## config.mk

```make
export PLATFORM = sky130hd
export DESIGN_NAME = rpr_packet_rx
export DESIGN_NICKNAME = d
export VERILOG_FILES = /design/src/shared/rpr_pkg.sv /design/src/core/rpr_preamble_qual.sv /design/src/core/rpr_packet_rx.sv
export SDC_FILE = /design/constraint.sdc
export NUM_CORES = 1
export LEC_CHECK = 0
export ABC_AREA = 1
export BUFFER_PORTS_ARGS = -buffer_cell sky130_fd_sc_hd__clkbuf_2
export CORE_MARGIN = 5
export CORE_UTILIZATION = 35
export CTS_CLUSTER_DIAMETER = 30
export CTS_CLUSTER_SIZE = 40
export DETAILED_ROUTE_END_ITERATION = 8
export GPL_TIMING_DRIVEN = 0
export SLEW_MARGIN = 20
export SYNTH_ARGS = -nofsm -noshare
export SYNTH_HDL_FRONTEND = slang
export SYNTH_SLANG_ARGS = --single-unit
```

## constraint.sdc

```tcl
create_clock -name CORE_CLK_IN -period 2.4 [get_ports CORE_CLK_IN]
set_input_delay 0.36 -clock CORE_CLK_IN [delete_from_list [all_inputs] [get_ports CORE_CLK_IN]]
set_output_delay 0.36 -clock CORE_CLK_IN [all_outputs]
set_load 0.03 [all_outputs]
```

## src/shared/rpr_pkg.sv

```systemverilog
// Package for the radio packet receive configuration block: register map, fields, resets and states.
// Behaviour
// - Per debug pin, a polarity bit: clear drives signal active high, set drives it inverted.
// - Per debug pin, a six-bit selector picks the internal signal routed out; resets to zero.
// - Sync word is 16 bits from high and low byte registers, reset 0xD3 and 0x91.
// - Fixed-length mode uses the packet length register as exact length; register resets 0xFF.
// - Variable-length mode treats the packet length register as the largest accepted length.
// - Preamble quality counter rises by one for each bit differing from the previous bit.
// - Preamble quality counter falls by eight for each bit equal to the previous bit.
// - Sync detection is allowed only while the counter reaches four times the threshold setting.
// - A threshold setting of zero accepts any detected sync word regardless of the counter.
// - With status append enabled, the default, two bytes carry RSSI, LQI and CRC-good.
// - Mode 01 accepts only packets whose address equals the own address.
// - Mode 10 accepts own address or broadcast address 0x00.
// - Mode 11 accepts own address or broadcast addresses 0x00 and 0xFF.
// - Received addresses are compared with an eight-bit own-address register, reset 0x00.
// - Two-bit length field: 00 selects fixed length, 01 selects variable length.
// - In variable-length mode the first byte after the sync word gives the length.
package rpr_pkg;

	// ==========================================================
	// Bus geometry.
	localparam int ADR_W = 18;
	localparam int DAT_W = 32;

	// ==========================================================
	// Register indices; the byte address on the bus is four times the index.
	localparam logic [15:0] IDX_SYNC_HIGH = 16'hDF00;
	localparam logic [15:0] IDX_SYNC_LOW = 16'hDF01;
	localparam logic [15:0] IDX_PKT_LEN = 16'hDF02;
	localparam logic [15:0] IDX_PKT_CTRL1 = 16'hDF03;
	localparam logic [15:0] IDX_PKT_CTRL0 = 16'hDF04;
	localparam logic [15:0] IDX_DEV_ADDR = 16'hDF05;
	localparam logic [15:0] IDX_PIN1_CFG = 16'hDF30;
	localparam logic [15:0] IDX_PIN0_CFG = 16'hDF31;
	localparam logic [15:0] IDX_RX_STATUS = 16'hDF3A;
	localparam logic [15:0] IDX_RX_COUNT = 16'hDF3B;

	// ==========================================================
	// Values after reset.
	localparam logic [7:0] SYNC_HIGH_RST = 8'hD3;
	localparam logic [7:0] SYNC_LOW_RST = 8'h91;
	localparam logic [7:0] PKT_LEN_RST = 8'hFF;
	localparam logic [7:0] PKT_CTRL1_RST = 8'h04;
	localparam logic [1:0] LEN_CFG_RST = 2'h1;
	localparam logic [7:0] DEV_ADDR_RST = 8'h00;
	localparam logic [7:0] PIN_CFG_RST = 8'h00;

	// ==========================================================
	// Field positions.
	localparam int PQT_LSB = 5;
	localparam int APPEND_BIT = 2;
	localparam int ADR_CHK_LSB = 0;
	localparam int PIN_INV_BIT = 6;
	localparam int PIN_DS_BIT = 7;
	localparam int PIN_SEL_W = 6;

	// ==========================================================
	// Field encodings.
	localparam logic [1:0] LEN_FIXED = 2'h0;
	localparam logic [1:0] ADR_NONE = 2'h0;
	localparam logic [1:0] ADR_OWN = 2'h1;
	localparam logic [1:0] ADR_BC0 = 2'h2;
	localparam logic [7:0] BCAST_LOW = 8'h00;
	localparam logic [7:0] BCAST_HIGH = 8'hFF;

	// ==========================================================
	// Debug signal numbers on the selector.
	localparam int DBG_PQ_GATE = 0;
	localparam int DBG_IN_PKT = 1;
	localparam int DBG_BYTE_VALID = 2;
	localparam int DBG_RX_BIT = 3;
	localparam int DBG_ADR_DROP = 4;

	// ==========================================================
	// Receive sequencer states.
	typedef enum logic [2:0] {
		ST_SEARCH,
		ST_LENGTH,
		ST_ADDRESS,
		ST_ADR_EMIT,
		ST_PAYLOAD,
		ST_STATUS1,
		ST_STATUS2
	} rpr_state_t;

endpackage

```

## src/core/rpr_preamble_qual.sv

```systemverilog
// Preamble quality estimator that gates sync word detection.
module rpr_preamble_qual
	import rpr_pkg::*;
#(
	parameter int CNT_W = 5
) (
	// Clock and reset.
	input wire logic clk_in,
	input wire logic rst_n_in,
	// Received bit stream.
	input wire logic bit_in,
	input wire logic bit_valid_in,
	// Threshold setting and result.
	input wire logic [2:0] threshold_in,
	output logic gate_out
);

	typedef struct packed {
		logic prev;
		logic have_prev;
		logic [CNT_W-1:0] cnt;
	} rpr_pq_t;

	rpr_pq_t q_r;
	rpr_pq_t q_nxt;

	localparam logic [CNT_W-1:0] CNT_MAX = '1;
	localparam logic [CNT_W-1:0] CNT_DEC = CNT_W'(8);

	// ==========================================================
	// Counter update on each received bit; it saturates at both ends so noise cannot wrap it.
	always_comb begin
		q_nxt = q_r;
		if (bit_valid_in) begin
			q_nxt.prev = bit_in;
			q_nxt.have_prev = 1'b1;
			if (q_r.have_prev && (bit_in != q_r.prev)) begin
				if (q_r.cnt != CNT_MAX) begin
					q_nxt.cnt = q_r.cnt + CNT_W'(1);
				end
			end else if (q_r.have_prev) begin
				q_nxt.cnt = (q_r.cnt < CNT_DEC) ? '0 : q_r.cnt - CNT_DEC;
			end
		end
	end

	always_ff @(posedge clk_in) begin
		if (!rst_n_in) begin
			q_r <= '0;
		end else begin
			q_r <= q_nxt;
		end
	end

	// A zero setting opens the gate; otherwise the counter must reach four times the setting.
	assign gate_out = (threshold_in == 3'h0) ||
		({2'b00, q_r.cnt} >= {{(CNT_W-3){1'b0}}, threshold_in, 2'b00});

endmodule

```

## src/core/rpr_packet_rx.sv

```systemverilog
// Radio packet receive handler: sync search, length and address filtering, status append, debug pins.
//
// The implementer's own choice: the Wishbone register port.
module rpr_packet_rx
	import rpr_pkg::*;
#(
	parameter int PQ_CNT_W = 5
) (
	// Clock and reset.
	input wire logic CORE_CLK_IN,
	input wire logic RST_N_IN,
	// Wishbone slave.
	input wire logic WB_CYC_IN,
	input wire logic WB_STB_IN,
	input wire logic WB_WE_IN,
	input wire logic [ADR_W-1:0] WB_ADR_IN,
	input wire logic [3:0] WB_SEL_IN,
	input wire logic [DAT_W-1:0] WB_DAT_IN,
	output logic [DAT_W-1:0] WB_DAT_OUT,
	output logic WB_ACK_OUT,
	// Demodulated bit stream and per-packet link quality.
	input wire logic RX_BIT_IN,
	input wire logic RX_BIT_VALID_IN,
	input wire logic [7:0] RSSI_IN,
	input wire logic [6:0] LQI_IN,
	input wire logic CRC_OK_IN,
	// Received bytes.
	output logic [7:0] RX_DATA_OUT,
	output logic RX_VALID_OUT,
	output logic RX_LAST_OUT,
	// Debug pins and drive strength control.
	output logic [1:0] DBG_PIN_OUT,
	output logic DBG_DRIVE_STRENGTH_OUT
);

	typedef struct packed {
		logic [7:0] sync_high;
		logic [7:0] sync_low;
		logic [7:0] pkt_len;
		logic [7:0] ctrl1;
		logic [1:0] len_cfg;
		logic [7:0] dev_addr;
		logic [7:0] pin1_cfg;
		logic [7:0] pin0_cfg;
		logic ack;
		logic [7:0] rdat;
		rpr_state_t st;
		logic [15:0] shift;
		logic [2:0] bitcnt;
		logic [7:0] remain;
		logic [7:0] hold;
		logic [7:0] dout;
		logic dvalid;
		logic dlast;
		logic drop;
		logic [7:0] rx_count;
		logic [1:0] dbg;
	} rpr_core_t;

	rpr_core_t r;
	rpr_core_t n;

	logic pq_gate;
	logic [2:0] pq_threshold;
	logic [1:0] adr_mode;
	logic append_en;
	logic req;
	logic [15:0] idx;
	logic [15:0] sh_next;
	logic byte_done;
	logic [7:0] rx_byte;
	logic [63:0] dbg_sig;
	logic [1:0] dbg_nxt;

	assign pq_threshold = r.ctrl1[PQT_LSB +: 3];
	assign adr_mode = r.ctrl1[ADR_CHK_LSB +: 2];
	assign append_en = r.ctrl1[APPEND_BIT];
	assign req = WB_CYC_IN && WB_STB_IN && !r.ack;
	assign idx = WB_ADR_IN[ADR_W-1:2];
	assign sh_next = {r.shift[14:0], RX_BIT_IN};
	assign byte_done = RX_BIT_VALID_IN && (r.bitcnt == 3'h7);
	assign rx_byte = sh_next[7:0];

	// ==========================================================
	// Preamble quality estimator.
	rpr_preamble_qual #(
		.CNT_W(PQ_CNT_W)
	) u_pq (
		.clk_in(CORE_CLK_IN),
		.rst_n_in(RST_N_IN),
		.bit_in(RX_BIT_IN),
		.bit_valid_in(RX_BIT_VALID_IN),
		.threshold_in(pq_threshold),
		.gate_out(pq_gate)
	);

	// Address filter over the four modes.
	function automatic logic adr_ok(input logic [1:0] mode, input logic [7:0] a, input logic [7:0] own);
		logic ok;
		ok = 1'b1;
		if (mode != ADR_NONE) begin
			ok = (a == own);
			if (mode != ADR_OWN) begin
				ok = ok || (a == BCAST_LOW);
			end
			if ((mode != ADR_OWN) && (mode != ADR_BC0)) begin
				ok = ok || (a == BCAST_HIGH);
			end
		end
		return ok;
	endfunction

	// ==========================================================
	// Internal signals offered to the debug pins; unused selector codes read low.
	always_comb begin
		dbg_sig = '0;
		dbg_sig[DBG_PQ_GATE] = pq_gate;
		dbg_sig[DBG_IN_PKT] = (r.st != ST_SEARCH);
		dbg_sig[DBG_BYTE_VALID] = r.dvalid;
		dbg_sig[DBG_RX_BIT] = r.shift[0];
		dbg_sig[DBG_ADR_DROP] = r.drop;
	end

	// ==========================================================
	// Next state of registers, bus answer and receive sequencer.
	always_comb begin
		n = r;
		n.ack = req;
		n.dvalid = 1'b0;
		n.dlast = 1'b0;
		n.drop = 1'b0;
		// The pin values come from the per-pin loop below, so the state copy keeps a single driver.
		n.dbg = dbg_nxt;

		// Bus access: one-cycle registered answer, unmapped offsets read zero and ignore writes.
		if (req) begin
			n.rdat = 8'h00;
			case (idx)
				IDX_SYNC_HIGH: n.rdat = r.sync_high;
				IDX_SYNC_LOW: n.rdat = r.sync_low;
				IDX_PKT_LEN: n.rdat = r.pkt_len;
				IDX_PKT_CTRL1: n.rdat = r.ctrl1 & 8'hE7;
				IDX_PKT_CTRL0: n.rdat = {6'h00, r.len_cfg};
				IDX_DEV_ADDR: n.rdat = r.dev_addr;
				IDX_PIN1_CFG: n.rdat = r.pin1_cfg;
				IDX_PIN0_CFG: n.rdat = r.pin0_cfg & 8'h7F;
				IDX_RX_STATUS: n.rdat = {6'h00, (r.st != ST_SEARCH), pq_gate};
				IDX_RX_COUNT: n.rdat = r.rx_count;
				default: n.rdat = 8'h00;
			endcase
			if (WB_WE_IN && WB_SEL_IN[0]) begin
				case (idx)
					IDX_SYNC_HIGH: n.sync_high = WB_DAT_IN[7:0];
					IDX_SYNC_LOW: n.sync_low = WB_DAT_IN[7:0];
					IDX_PKT_LEN: n.pkt_len = WB_DAT_IN[7:0];
					IDX_PKT_CTRL1: n.ctrl1 = WB_DAT_IN[7:0] & 8'hE7;
					IDX_PKT_CTRL0: n.len_cfg = WB_DAT_IN[1:0];
					IDX_DEV_ADDR: n.dev_addr = WB_DAT_IN[7:0];
					IDX_PIN1_CFG: n.pin1_cfg = WB_DAT_IN[7:0];
					IDX_PIN0_CFG: n.pin0_cfg = WB_DAT_IN[7:0] & 8'h7F;
					default: n.rdat = 8'h00;
				endcase
			end
		end

		// Bits shift in every valid cycle; bytes are assembled most significant bit first.
		if (RX_BIT_VALID_IN) begin
			n.shift = sh_next;
			n.bitcnt = r.bitcnt + 3'h1;
		end

		case (r.st)
			ST_SEARCH: begin
				n.bitcnt = 3'h0;
				if (RX_BIT_VALID_IN && pq_gate && (sh_next == {r.sync_high, r.sync_low})) begin
					if (r.len_cfg != LEN_FIXED) begin
						n.st = ST_LENGTH;
					end else begin
						n.remain = r.pkt_len;
						if (r.pkt_len == 8'h00) begin
							n.st = append_en ? ST_STATUS1 : ST_SEARCH;
							n.rx_count = append_en ? r.rx_count : r.rx_count + 8'h01;
						end else begin
							n.st = (adr_mode != ADR_NONE) ? ST_ADDRESS : ST_PAYLOAD;
						end
					end
				end
			end
			ST_LENGTH: begin
				if (byte_done) begin
					n.hold = rx_byte;
					n.remain = rx_byte;
					if (rx_byte > r.pkt_len) begin
						n.st = ST_SEARCH;
					end else if ((adr_mode != ADR_NONE) && (rx_byte != 8'h00)) begin
						n.st = ST_ADDRESS;
					end else begin
						// Without filtering the length byte is delivered at once.
						n.dout = rx_byte;
						n.dvalid = 1'b1;
						if (rx_byte == 8'h00) begin
							n.dlast = !append_en;
							n.st = append_en ? ST_STATUS1 : ST_SEARCH;
							n.rx_count = append_en ? r.rx_count : r.rx_count + 8'h01;
						end else begin
							n.st = ST_PAYLOAD;
						end
					end
				end
			end
			ST_ADDRESS: begin
				if (byte_done) begin
					n.remain = r.remain - 8'h01;
					if (!adr_ok(adr_mode, rx_byte, r.dev_addr)) begin
						n.drop = 1'b1;
						n.st = ST_SEARCH;
					end else if (r.len_cfg != LEN_FIXED) begin
						// The withheld length byte goes first, the address byte one cycle later.
						n.dout = r.hold;
						n.dvalid = 1'b1;
						n.hold = rx_byte;
						n.st = ST_ADR_EMIT;
					end else begin
						n.dout = rx_byte;
						n.dvalid = 1'b1;
						if (r.remain == 8'h01) begin
							n.dlast = !append_en;
							n.st = append_en ? ST_STATUS1 : ST_SEARCH;
							n.rx_count = append_en ? r.rx_count : r.rx_count + 8'h01;
						end else begin
							n.st = ST_PAYLOAD;
						end
					end
				end
			end
			ST_ADR_EMIT: begin
				n.dout = r.hold;
				n.dvalid = 1'b1;
				if (r.remain == 8'h00) begin
					n.dlast = !append_en;
					n.st = append_en ? ST_STATUS1 : ST_SEARCH;
					n.rx_count = append_en ? r.rx_count : r.rx_count + 8'h01;
				end else begin
					n.st = ST_PAYLOAD;
				end
			end
			ST_PAYLOAD: begin
				if (byte_done) begin
					n.dout = rx_byte;
					n.dvalid = 1'b1;
					n.remain = r.remain - 8'h01;
					if (r.remain == 8'h01) begin
						n.dlast = !append_en;
						n.st = append_en ? ST_STATUS1 : ST_SEARCH;
						n.rx_count = append_en ? r.rx_count : r.rx_count + 8'h01;
					end
				end
			end
			ST_STATUS1: begin
				n.dout = RSSI_IN;
				n.dvalid = 1'b1;
				n.st = ST_STATUS2;
			end
			ST_STATUS2: begin
				n.dout = {CRC_OK_IN, LQI_IN};
				n.dvalid = 1'b1;
				n.dlast = 1'b1;
				n.rx_count = r.rx_count + 8'h01;
				n.st = ST_SEARCH;
			end
			default: n.st = ST_SEARCH;
		endcase
	end

	// ==========================================================
	// Debug pin routing: one selector and one polarity bit per pin.
	genvar gi;
	generate
		for (gi = 0; gi < 2; gi++) begin : g_pin
			logic [7:0] cfg;
			assign cfg = (gi == 0) ? r.pin0_cfg : r.pin1_cfg;
			assign dbg_nxt[gi] = dbg_sig[cfg[PIN_SEL_W-1:0]] ^ cfg[PIN_INV_BIT];
		end
	endgenerate

	// ==========================================================
	// State register; reset loads documented defaults.
	always_ff @(posedge CORE_CLK_IN) begin
		if (!RST_N_IN) begin
			r <= '0;
			r.sync_high <= SYNC_HIGH_RST;
			r.sync_low <= SYNC_LOW_RST;
			r.pkt_len <= PKT_LEN_RST;
			r.ctrl1 <= PKT_CTRL1_RST;
			r.len_cfg <= LEN_CFG_RST;
			r.dev_addr <= DEV_ADDR_RST;
			r.pin1_cfg <= PIN_CFG_RST;
			r.pin0_cfg <= PIN_CFG_RST;
			r.st <= ST_SEARCH;
		end else begin
			r <= n;
		end
	end

	// ==========================================================
	// Outputs, all from flip-flops.
	assign WB_ACK_OUT = r.ack;
	assign WB_DAT_OUT = {24'h000000, r.rdat};
	assign RX_DATA_OUT = r.dout;
	assign RX_VALID_OUT = r.dvalid;
	assign RX_LAST_OUT = r.dlast;
	assign DBG_PIN_OUT = r.dbg;
	assign DBG_DRIVE_STRENGTH_OUT = r.pin1_cfg[PIN_DS_BIT];

endmodule

```

After elaboration in Yosys (flattened, before gate mapping)
Cells that the tools add are included.

storage, ports and cells
  register bits = 129
  output and inout bits = 46
  logic and storage cells = 192

cells by class
  add/sub/neg operators = 5
  order comparisons = 5
  equality and inequality tests = 40
  muxes and demuxes = 70
  bitwise operators = 3
  reductions and logical operators = 45

operators by type and width
  operator              number
  $eq 16x16->1 const B  10
  $mux 8                19
  $pmux 8 s10           1
  $pmux 9 s6            1
  $mux 3                16
  $pmux 8 s6            1
  $mux 35               1
  $ne 2x2->1 const B    16
  $pmux 8 s4            1
  $mux 10               3
  $reduce_and 3->1      10
  $mux 26               1
  $logic_not 8->1       3
  $mux 5                4
  $mux 18               1
  $pmux 3 s6            1
  $eq 16x16->1          1
  $pmux 8 s2            1
  $mux 1                15
  $lt 6x7->1 const B    2
  $reduce_and 13->1     1
  $bmux 1 s6            2
  $eq 3x3->1 const B    4
  $reduce_bool 6->1     2
  33 further kinds      51

Longest topological paths before layout
Gate-level depths: netlist of run 1.

  word-level depth = 14
  depth in mapped cells = 16
  gate-level depth less buffers = 15

Cells and area by module
Synthesis of run 1 repeated with hierarchy kept, for this count alone.

unflattened totals
  cell total of the unflattened synthesis = 1349
  area, all modules = 8573.2 µm²

by module, submodules not included
  module             instances  cells each  area an instance (µm²)  sequential area each (µm²)
  rpr_packet_rx      1          1274        8072.7                  2442.3
  rpr_preamble_qual  1          75          500.5                   140.1

Least setup slack after synthesis of run 1
OpenSTA, ideal clock, no wires.

  path kind = reg2reg
  from = register r (netlist bit pq_threshold[2])
  to = register r[36] (netlist bit)
  setup time = 128 ps
  data arrival time = 1737 ps
  required time = 2272 ps
  path slack = 535 ps
  cell stages (with the launch flop) = 15
  path buffers = 1
  clock period less this slack = 1865 ps
  path through = dfxtp_1 > inv_1 > ha_1 > nand2_1 > nor2_1 > nor2_1 > nand3_1 > nand2_1 > inv_1 > nand3_1 > nand2_4 > nand3_2 > buf_4 > o21ai_0 > nor2_1

on the way
  longest elaborated chain between the ends = 6

ends and longest elaborated chain
  what                                           line                                              text
  start, declared                                rpr_packet_rx.sv:60                               rpr_core_t r;
  start signal, assigned                         rpr_packet_rx.sv:301                              r <= n;
  $ge 5x5->1 or $logic_not 3->1 (tied branches)  rpr_preamble_qual.sv:57, rpr_preamble_qual.sv:56
  $logic_or 1x1->1 *                             rpr_preamble_qual.sv:56                           assign gate_out = (threshold_in == 3'h0) ||
  $logic_and 1x1->1 * (2 in a row)               rpr_packet_rx.sv:175                              if (RX_BIT_VALID_IN && pq_gate && (sh_next == {r.sync_high, r.sync_low})) begin
  $ne 2x2->1 (no line) *                         -
  $reduce_and 6->1 (no line) *                   -

Mark *: on every way between the ends. The rest lies on a longest branch, timed or not.
A chain may end at the register's enable or synchronous reset.

Worst setup path after layout of run 1
  from = register r[41] (netlist bit)
  to = register r[28] (netlist bit)

on the way
  longest elaborated chain between the ends = 13

ends and longest elaborated chain
  what                                           line                                        text
  $eq 8x8->1 or $logic_not 8->1 (tied branches)  rpr_packet_rx.sv:102, rpr_packet_rx.sv:104
  $logic_or 1x1->1                               rpr_packet_rx.sv:104                        ok = ok || (a == BCAST_LOW);
  $mux 1                                         rpr_packet_rx.sv:103                        if (mode != ADR_OWN) begin
  $mux 1                                         rpr_packet_rx.sv:101                        if (mode != ADR_NONE) begin
  $mux 1                                         rpr_packet_rx.sv:212                        if (byte_done) begin
  $mux 1                                         rpr_packet_rx.sv:172                        case (r.st)
  $logic_or 1x1->1                               rpr_packet_rx.sv:107                        ok = ok || (a == BCAST_HIGH);
  $mux 1 *                                       rpr_packet_rx.sv:106                        if ((mode != ADR_OWN) && (mode != ADR_BC0)) begin
  $mux 1 *                                       rpr_packet_rx.sv:101
  $mux 1 *                                       rpr_packet_rx.sv:212
  $mux 1 *                                       rpr_packet_rx.sv:172
  $ne 2x2->1 (no line) *                         -
  $reduce_and 5->1 (no line) *                   -

Mark *: on every way between the ends. The rest lies on a longest branch, timed or not. The select of a mux whose other input is x is not followed.

==> metrics, run 1 <==
GR Util All Layers=between 20% and 30%; R2R Path Start=r[41]; die area=about 28000 µm²; worst hold endpoint=r[92]; number of enable flip-flop cells after synthesis=0; fillers=approximately 2700; fin nets=around 1600; Yosys warning total=0; worst r2r dst=r[28]; Post-DRT Antenna Nets=0; largest net degree at the start of global routing=17; Setup-failing EPs final=0; Die Wd=between 150 and 200 µm; outcome=finished, final reports clean; vias per cell=between 4 and 5; CTS buffer count=17; Pins Over Slew Limit=0; initial core utilization=roughly a third; first-pass GRT wire length=about 48000 µm; gpl congestion=0.955; Hold Path Depth=3; Leakage=5.04 nW; Synth area leaders=dfxtp_1 29%, nand2_1 17%, nor2_1 8.3%; worst hold start=WB_DAT_IN[0]; via count=about 9300; Max VDD drop=356 µV; fin util=~40%; register bit total from synthesis=~130; clock buffer depth=2; Max FO, Critical Path=10; Avg WL per Cell=16.5 µm; Core Area=25000 µm²; CTS Root Cell=clkbuf_16; final hold vios=0; Crit. End Element=register; layout cells sized above 1=between 10% and 20%; Port Buffers=just under 70; post-synthesis sequential area ratio=between 20 and 30%; dominant cell type by area after synthesis=dfxtp_1; vias in the first global route=around 8600; I/O pins=123; path type of the worst min-delay path=input port to register; Die Y=around 170 µm; WHS=around 0.19 ns; total grt overflow=0; CTS tree=yes; hold_buf cts=0; clock tree sinks=128; crit path time final=about 2.3 ns; Top FF cell, synth=dfxtp_1; syn_area_per_cell=between 6 and 7 µm²; antenna violations before repair=0; Critical Path Slowest Stage Cell=dfxtp_1; drt total wl=30700 µm; Tightest Pin Transition=between 0.7 and 0.8 ns; Netlist cell types=48; R2R setup slack=0.11 ns; CP max stage delay=~0.51 ns; Clock transition at path regs=0.07 ns; worst reg2reg path depth=12; post-synthesis async set-or-reset flop share=0%; final period utilization=a little over nine tenths; worst path required time=around 2.7 ns; DRT Pass-1 Iters=5; Core Rows=58; Synth Cell Area=just under 9000 µm²; most frequent cells in the layout=385 x nand2_1, 193 x nor2_1, 155 x inv_1, 127 x dfxtp_1, 95 x nand3_1; worst path arrival time=between 2 and 3 ns; DRC errors left=0; final clock skew=between 0.01 and 0.015 ns; DRT iter0 DRCs=about 670; Power Dens Cells=between 600 and 700 nW/µm²; total of max-cap violations=0; number of diodes=0; Max Clk Rate=~0.44 GHz; insertion delay to the later sink of the worst-skew pair=~0.43 ns; HPWL after detailed placement=approximately 24000 µm; Layout area overhead=17.1%; Yosys top cell area share=a little under 30%; Critical Setup Path Class=register to register; CP cell instances=inv_1 -> nand2_1 -> nand2_1 -> nor2_1 -> inv_1 -> nor2_1 -> nand2_1 -> nand3_2 -> nand3b_2 -> buf_4 -> o21ai_0 -> nor2_1; Slew HR=46.9%; commonest non-fill, non-tap cell in the layout=nand2_1; depth of the CTS H-tree=4; startpoint type of the worst setup path=register; synthesized instance count=1408
==> worst max-delay path: cells and delay by family, from the launching register on <==
| kind | cells | cell delay, ns |
|---|---|---|
| and+or+nand+nor | 8 | 0.96 |
| AOI/OAI and AO/OA | 1 | 0.16 |
| buffers and inverters | 3 | 0.51 |
| DFF | 1 | 0.51 |
==> worst max path at each step <==
| stage | start | end | cells past startpoint | slack, ns |
|---|---|---|---|---|
| floorplan | pq_threshold[2] | r[36] | 14 | 0.54 |
| global placement | pq_threshold[2] | r[36] | 14 | -0.08 |
| detailed placement | pq_threshold[2] | r[36] | 14 | -0.06 |
| CTS | r[37] | r[5] | 12 | 0.05 |
| global route | r[103] | r[56] | 15 | -0.03 |
| finish | r[41] | r[28] | 12 | 0.11 |
==> final cells by class <==
type	instances	area, µm²	share of cell area, %
Buffer	84	534	5.20
Clock buffer	17	425	4.14
Clock inverter	15	188	1.83
Inverter	166	641	6.23
Multi-Input combinational cell	1053	5150	50.1
Sequential cell	128	2560	24.9
Tap cell	330	413	4.02
Timing Repair Buffer	71	360	3.51
==> synthesized netlist by cell type, types with 4 or more instances <==
library cell / number
a21oi_1: 85
nor2_1: 194
o22ai_1: 8
nand4_1: 28
dfxtp_1: 128
clkbuf_1: 19
xor2_1: 5
a221oi_1: 8
nand3_1: 96
o21ai_0: 89
ha_1: 24
buf_4: 50
buf_2: 12
inv_1: 155
o211ai_1: 22
inv_2: 8
nor3_1: 9
nor2_2: 10
nand2_4: 5
nand3_2: 4
nand2_2: 7
xnor2_1: 6
a211oi_1: 7
nand2_1: 388
nand3_4: 4
==> report_power, final <==
group / switching [mW] / total [mW] / leakage (nW) / internal, mW
clock network: 1.16 / 2.74 / 0.298 / 1.58
logic: 0.945 / 1.41 / 3.71 / 0.469
registers: 0.0733 / 2.29 / 1.03 / 2.22
total: 2.18 / 6.45 / 5.04 / 4.27
==> repair_timing <==
item,in CTS,in global routing
endpoints found under the hold margin,0,0
resized for setup,1,13
endpoints found under the setup margin,8,31
pin swaps,0,2
setup buffers,0,2
==> cells by family after synthesis <==
kind of cell	Yosys count	share of synthesized area (%)
other cells	1	0.0427
buf+inv	250	13.2
xor+xnor	11	1.10
compound gates	232	14.8
fa+ha+maj	24	3.42
flops	128	29.2
simple gates	762	38.2
==> per-layer routing <==
metal / GRT usage, % / routed length [µm]
met4: 7.52 / 1010
met2: 35.6 / 14200
met5: 0 / 0
met1: 28.1 / 13500
met3: 3.80 / 1980
==> state kept, by name (all words and copies together) (netlist names) <==
| signal | cells |
|---|---|
| RX_VALID_OUT | 1 |
| DBG_PIN_OUT | 2 |
| u_pq.q_r | 6 |
| RX_LAST_OUT | 1 |
| dbg_sig | 2 |
| RX_DATA_OUT | 8 |
| g_pin.cfg | 15 |
| append_en | 1 |
| adr_mode | 2 |
| WB_ACK_OUT | 1 |
| pq_threshold | 3 |
| WB_DAT_OUT | 8 |
| r | 78 |
==> through the flow <==
stage / std cells / setup TNS, ns / power, mW / worst slack (ns) / instance area, µm²
final: 1864 / 0 / 6.45 / 0.108 / 10300
after global routing: 1864 / -0.0318 / 6.75 / -0.0289 / 10300
after CTS: 1862 / 0 / 6.47 / 0.0483 / 10200
after detailed placement: 1830 / -0.310 / 3.74 / -0.0562 / 9620
after global placement: 1830 / -0.351 / 3.73 / -0.0767 / 9620
after floorplan: 1431 / 0 / 3.36 / 0.535 / 8860
(Power assumes the default switching activity.)
==> run 2: changes to the inputs <==
ABC_AREA = default   (was 1)
==> metrics, run 2 <==
worst path required time=about 2.8 ns; total of max-cap violations=0; antenna violations before repair=1; worst r2r dst=r[6]; Max Clk Rate=0.393 GHz; number of enable flip-flop cells after synthesis=0; Critical Path Sink=r[6]; DRT iter0 DRCs=~990; Pins Over Slew Limit=0; clock network power share=slightly above 50%; CTS buffer count=17; Tightest Pin Transition=between 1 and 1.5 ns; post-synthesis async set-or-reset flop share=0%; number of diodes=0; CTS Root Cell=clkbuf_16; HPWL after detailed placement=slightly above 20000 µm; Synth area leaders=dfxtp_1 33%, nand2_1 6.0%, a21oi_1 4.4%; Fin Setup TNS=-1.02 ns; Top FF cell, synth=dfxtp_1; switch share=25.5%; worst reg2reg path depth=10; Die Wd=159 µm; final clock skew=around 0.0094 ns; combinational share of power=around 7.5%; Max FO, Critical Path=5; gpl congestion=1.03; share of total power in sequential cells=between 40% and 50%; R2R setup slack=-0.15 ns; Post-DRT Antenna Nets=0; post-route worst setup slack=-0.146 ns; Psw=~1.3 mW; startpoint type of the worst setup path=register; fin nets=approximately 1200; I/O pins=~120; vias per cell=just under 6; post-synthesis sequential area ratio=between 30 and 40%; R2R Path Start=dbg_sig[3]; vias in the first global route=about 7600; Reg with most FFs=r; Multi-input gate area=approximately 4900 µm²; commonest cells in the synthesized netlist=128 x dfxtp_1, 125 x nand2_1, 72 x nor2_1; outcome=complete, but fails checks; Core Area=~22000 µm²; Clock transition at path regs=approximately 0.060 ns; Yosys top cell area share=between 30% and 40%; drt total wl=28400 µm; failing checks=setup timing; hold_buf cts=0; most frequent cells in the layout=123 x nand2_1, 121 x dfxtp_1, 73 x clkbuf_2, 68 x nor2_1; Setup-failing EPs final=14; crit path time final=2.55 ns; Slew HR=a little under a third; worst path arrival time=roughly 2.9 ns; DRC errors left=0; Leakage=roughly 3.8 nW; WHS=0.302 ns; path type of the worst min-delay path=input port to register; via count=8102; synthesized instance count=978; fillers=approximately 2200; Synth Cell Area=a little under 8000 µm²; GR Util All Layers=21.3%; Power Dens Cells=between 500 and 600 nW/µm²; Max VDD drop=about 460 µV; Crit. End Element=register; clock buffer depth=2; Die Y=roughly 160 µm; dominant cell type by area after synthesis=dfxtp_1; Setup crit start=dbg_sig[3]; Avg WL per Cell=around 20 µm; Netlist cell types=79; layout cells sized above 1=24.1%; most common cell in the netlist=dfxtp_1; insertion delay to the later sink of the worst-skew pair=roughly 0.43 ns; first-pass GRT wire length=approximately 43000 µm; CTS tree=yes; largest net degree at the start of global routing=17; P_int=3.77 mW; register bit total from synthesis=128; Layout area overhead=25.8%; die area=~25000 µm²; Critical Setup Path Class=register to register; RSZ-0062 raised after global routing=true; depth of the CTS H-tree=4; Port Buffers=65; Core Rows=54; max reg flops=78; DRT Pass-1 Iters=7; clock tree sinks=roughly 130; commonest non-fill, non-tap cell in the layout=nand2_1; final period utilization=106%; register area=around 2600 µm²; syn_area_per_cell=a little under 8 µm²; Yosys warning total=0; initial core utilization=35.6%; total grt overflow=0; final hold vios=0
run 2: changes by cell type after synthesis, sizes merged, moves of 14 or more:
| cell | change |
|---|---|
| nand2 | -276 |
| nor2 | -137 |
| inv | -136 |
| o21ai | -50 |
| nand3 | -37 |
| clkbuf | +29 |
| mux2i | +28 |
| nand4 | -21 |
| a21oi | -16 |
| a22oi | +16 |
| a31oi | +16 |
| and2 | +14 |
run 2: layer usage:
| layer | GRT usage (%) | routed length, µm | vias up |
|---|---|---|---|
| met5 | 0 | 13 | - |
| met4 | 7.25 | 964 | 2 |
| met3 | 5.75 | 2770 | 81 |
| met2 | 33.5 | 12900 | 416 |
| met1 | 28.2 | 11700 | 3833 |
| li1 | - | - | 3770 |
run 2: what timing repair did:
action / in CTS / in global routing
resized for setup: 52 / 70
setup buffers: 16 / 10
pin swaps: 15 / 25
endpoints found under the setup margin: 46 / 51
cloned: 0 / 1
run 2: power by group through the flow:
| stage | clock network [mW] | registers (mW) | logic, mW |
|---|---|---|---|
| finish | 2.55 | 2.13 | 0.381 |
| CTS | 2.56 | 2.14 | 0.357 |
| global placement | 0 | 2.18 | 0.336 |
| detailed placement | 0 | 2.18 | 0.337 |
| floorplan | 0 | 2.18 | 0.215 |
| global route | 2.66 | 2.13 | 0.403 |
run 2: worst min path at each step:
| stage | start | end | slack, ns | cells after the start |
|---|---|---|---|---|
| detailed placement | WB_DAT_OUT[2] | WB_DAT_OUT[2] | 0.45 | 1 |
| finish | WB_DAT_IN[7] | g_pin[1].cfg[7] | 0.30 | 3 |
| global placement | WB_DAT_OUT[4] | WB_DAT_OUT[4] | 0.44 | 1 |
| CTS | WB_DAT_IN[7] | r[117] | 0.28 | 3 |
| floorplan | WB_DAT_OUT[2] | WB_DAT_OUT[2] | 0.43 | 1 |
| global route | WB_DAT_IN[3] | g_pin[1].cfg[3] | 0.30 | 3 |
run 2: logic make-up (layout without fill, tap and decap cells):
logic type                 after synthesis  in the layout  synth area share (%)
xor gates and xnor gates                28             28                  3.16
muxes                                   31             31                  4.04
AOI/OAI and AO/OA                      260            260                  23.2
other                                    1             24                0.0483
buffers and inverters                  142            265                  9.48
and+or+nand+nor                        364            364                  23.3
DFF                                    128            128                  33.0
adders and majority gates               24             24                  3.86
run 2: stage by stage:
stage	total power, mW	util [%]	setup WS [ns]	instance area (µm²)	cells
floorplan	2.40	-	0.0623	7860	1001
global placement	2.52	39.1	-0.726	8530	1346
detailed placement	2.52	39.1	-0.651	8530	1346
CTS	5.05	43.2	-0.120	9420	1394
global route	5.19	44.8	-0.205	9780	1404
finish	5.06	44.8	-0.146	9780	1404
run 2: area by class of cell:
| class | instances | area share [%] |
|---|---|---|
| timing repair buffer | 92 | 5.90 |
| buffer | 110 | 6.85 |
| multi-input combinational | 731 | 50.2 |
| clock inverter | 11 | 1.08 |
| clock buffer | 21 | 4.81 |
| tap | 280 | 3.58 |
| sequential | 128 | 26.4 |
| inverter | 31 | 1.23 |
run 2: critical path, stage by stage (launching register included):
cell,delay (ns)
dfxtp_4,0.35
buf_6,0.12
ha_4,0.21
nor2b_1,0.13
o211ai_1,0.22
a21oi_2,0.13
o41ai_4,0.46
nand3_2,0.14
buf_6,0.16
or4_1,0.39
a21oi_1,0.15
==> run 3: changes to the inputs <==
CTS_BUF_LIST = sky130_fd_sc_hd__clkbuf_4   (was default)
==> metrics, run 3 (same netlist as run 2, synthesis figures left out) <==
DRC errors left=0; final period utilization=107%; WHS=0.146 ns; path type of the worst min-delay path=input port to register; Hold Path Depth=3; CTS Root Cell=clkbuf_4; layout cells sized above 1=between 20% and 30%; vias in the first global route=between 7000 and 8000; startpoint type of the worst setup path=register; most frequent cells in the layout=123 x nand2_1, 120 x dfxtp_1, 74 x clkbuf_2, 68 x nor2_1, 67 x buf_4; worst reg2reg path depth=10; Core Area=~22000 µm²; insertion delay to the later sink of the worst-skew pair=0.57 ns; CTS tree=yes; CTS buffer count=17; Power Dens Cells=about 420 nW/µm²; Core Rows=between 50 and 60; I/O pins=approximately 120; die area=~25000 µm²; Leakage=3.61 nW; Slew HR=35.6%; via count=between 7000 and 8000; combinational share of power=under 10%; GR Util All Layers=a little over a fifth; crit path time final=2.56 ns; P_int=~2.8 mW; fin nets=~1200; clock buffer depth=2; clock network power share=~36%; RSZ-0062 raised after global routing=true; clock tree sinks=128; Tightest Pin Transition=roughly 0.96 ns; commonest non-fill, non-tap cell in the layout=nand2_1; Max FO, Critical Path=5; failing checks=setup timing; total of max-cap violations=0; first-pass GRT wire length=43100 µm; Fin Setup TNS=-0.855 ns; total grt overflow=0; Die Wd=about 160 µm; gpl congestion=~1; final hold vios=0; antenna violations before repair=1; switch share=29.2%; share of total power in sequential cells=a little over half; Reg with most FFs=r; Max VDD drop=between 200 and 300 µV; Crit. End Element=register; outcome=complete, but fails checks; DRT iter0 DRCs=just over 800; initial core utilization=35.6%; HPWL after detailed placement=roughly 20000 µm; Die Y=~160 µm; Post-DRT Antenna Nets=0; Psw=1.14 mW; Avg WL per Cell=about 20 µm; fin util=a little over two fifths; worst path arrival time=slightly above 3 ns; max reg flops=78; largest net degree at the start of global routing=17; Pins Over Slew Limit=0; final clock skew=roughly 0.026 ns; depth of the CTS H-tree=4; Layout area overhead=21.1%; Max Clk Rate=~0.39 GHz; worst path required time=roughly 2.9 ns; vias per cell=around 5.7; post-route worst setup slack=-0.162 ns; DRT Pass-1 Iters=7; Clock transition at path regs=between 0.1 and 0.15 ns; Setup-failing EPs final=12; Port Buffers=65; drt total wl=about 28000 µm; Critical Setup Path Class=register to register
-- run 3: cell count changes in the layout (fill, tap and decap cells not counted), moves of 2 or more --
cell       previous run  this run
buf_6                10         7
clkinv_1              1         4
clkbuf_8              3         0
clkbuf_4              3        21
clkbuf_16            18         0
o21ai_2               5         7
buf_4                65        67
-- run 3: through the flow --
stage / instances / total power [mW] / worst slack (ns) / area, µm²
2_1_floorplan: 1001 / 2.40 / 0.0623 / 7860
3_3_place_gp: 1346 / 2.52 / -0.726 / 8530
3_5_place_dp: 1346 / 2.52 / -0.651 / 8530
4_1_cts: 1394 / 3.92 / -0.108 / 9110
5_1_grt: 1404 / 4.05 / -0.210 / 9410
6_report: 1404 / 3.92 / -0.162 / 9410
-- run 3: cell type report --
cell class	instances	area (µm²)
Inverter	31	120
Clock inverter	14	116
Tap cell	280	350
Sequential cell	128	2580
Antenna cell	1	2.50
Buffer	111	667
Multi-Input combinational cell	731	4900
Clock buffer	18	135
Timing Repair Buffer	90	541
Fill cell	2226	12400
-- run 3: final timing paths --
path / to / from / slack, ns
worst max-delay path: r[6] / dbg_sig[3] / -0.16
worst min-delay path: r[91] / WB_DAT_IN[7] / 0.15
worst max register to register: r[6] / dbg_sig[3] / -0.16
worst min register to register: WB_DAT_OUT[0] / WB_DAT_OUT[0] / 0.46
-- run 3: power groups by stage --
stage	clock (mW)	sequential, mW	combinational, mW
after floorplan	0	2.18	0.215
after global placement	0	2.18	0.336
after detailed placement	0	2.18	0.337
after CTS	1.43	2.13	0.357
after global routing	1.52	2.13	0.400
final	1.41	2.13	0.376
-- run 3: repair_timing --
action	CTS	global route
endpoints found under the setup margin	46	44
buffers inserted	16	9
endpoints found under the hold margin	0	0
resized for setup	57	62
hold buffers	0	0
pin swaps	14	25
-- run 3: layer usage --
metal  global-route usage (%)  vias up  share of wire, %
met5                        0        -                 0
met4                     7.48        0               3.2
met3                     5.02       67               8.8
met2                     33.1      382                46
met1                     28.4     3767                42
li1                         -     3759                 -
-- run 3: worst max-delay path, cell delays in order (launching register included) --
cell,delay [ns]
dfxtp_2,0.35
buf_6,0.12
ha_4,0.20
nor2b_1,0.13
o211ai_1,0.22
a21oi_2,0.13
o41ai_4,0.47
nand3_2,0.15
buf_6,0.16
or4_1,0.39
a21oi_1,0.15
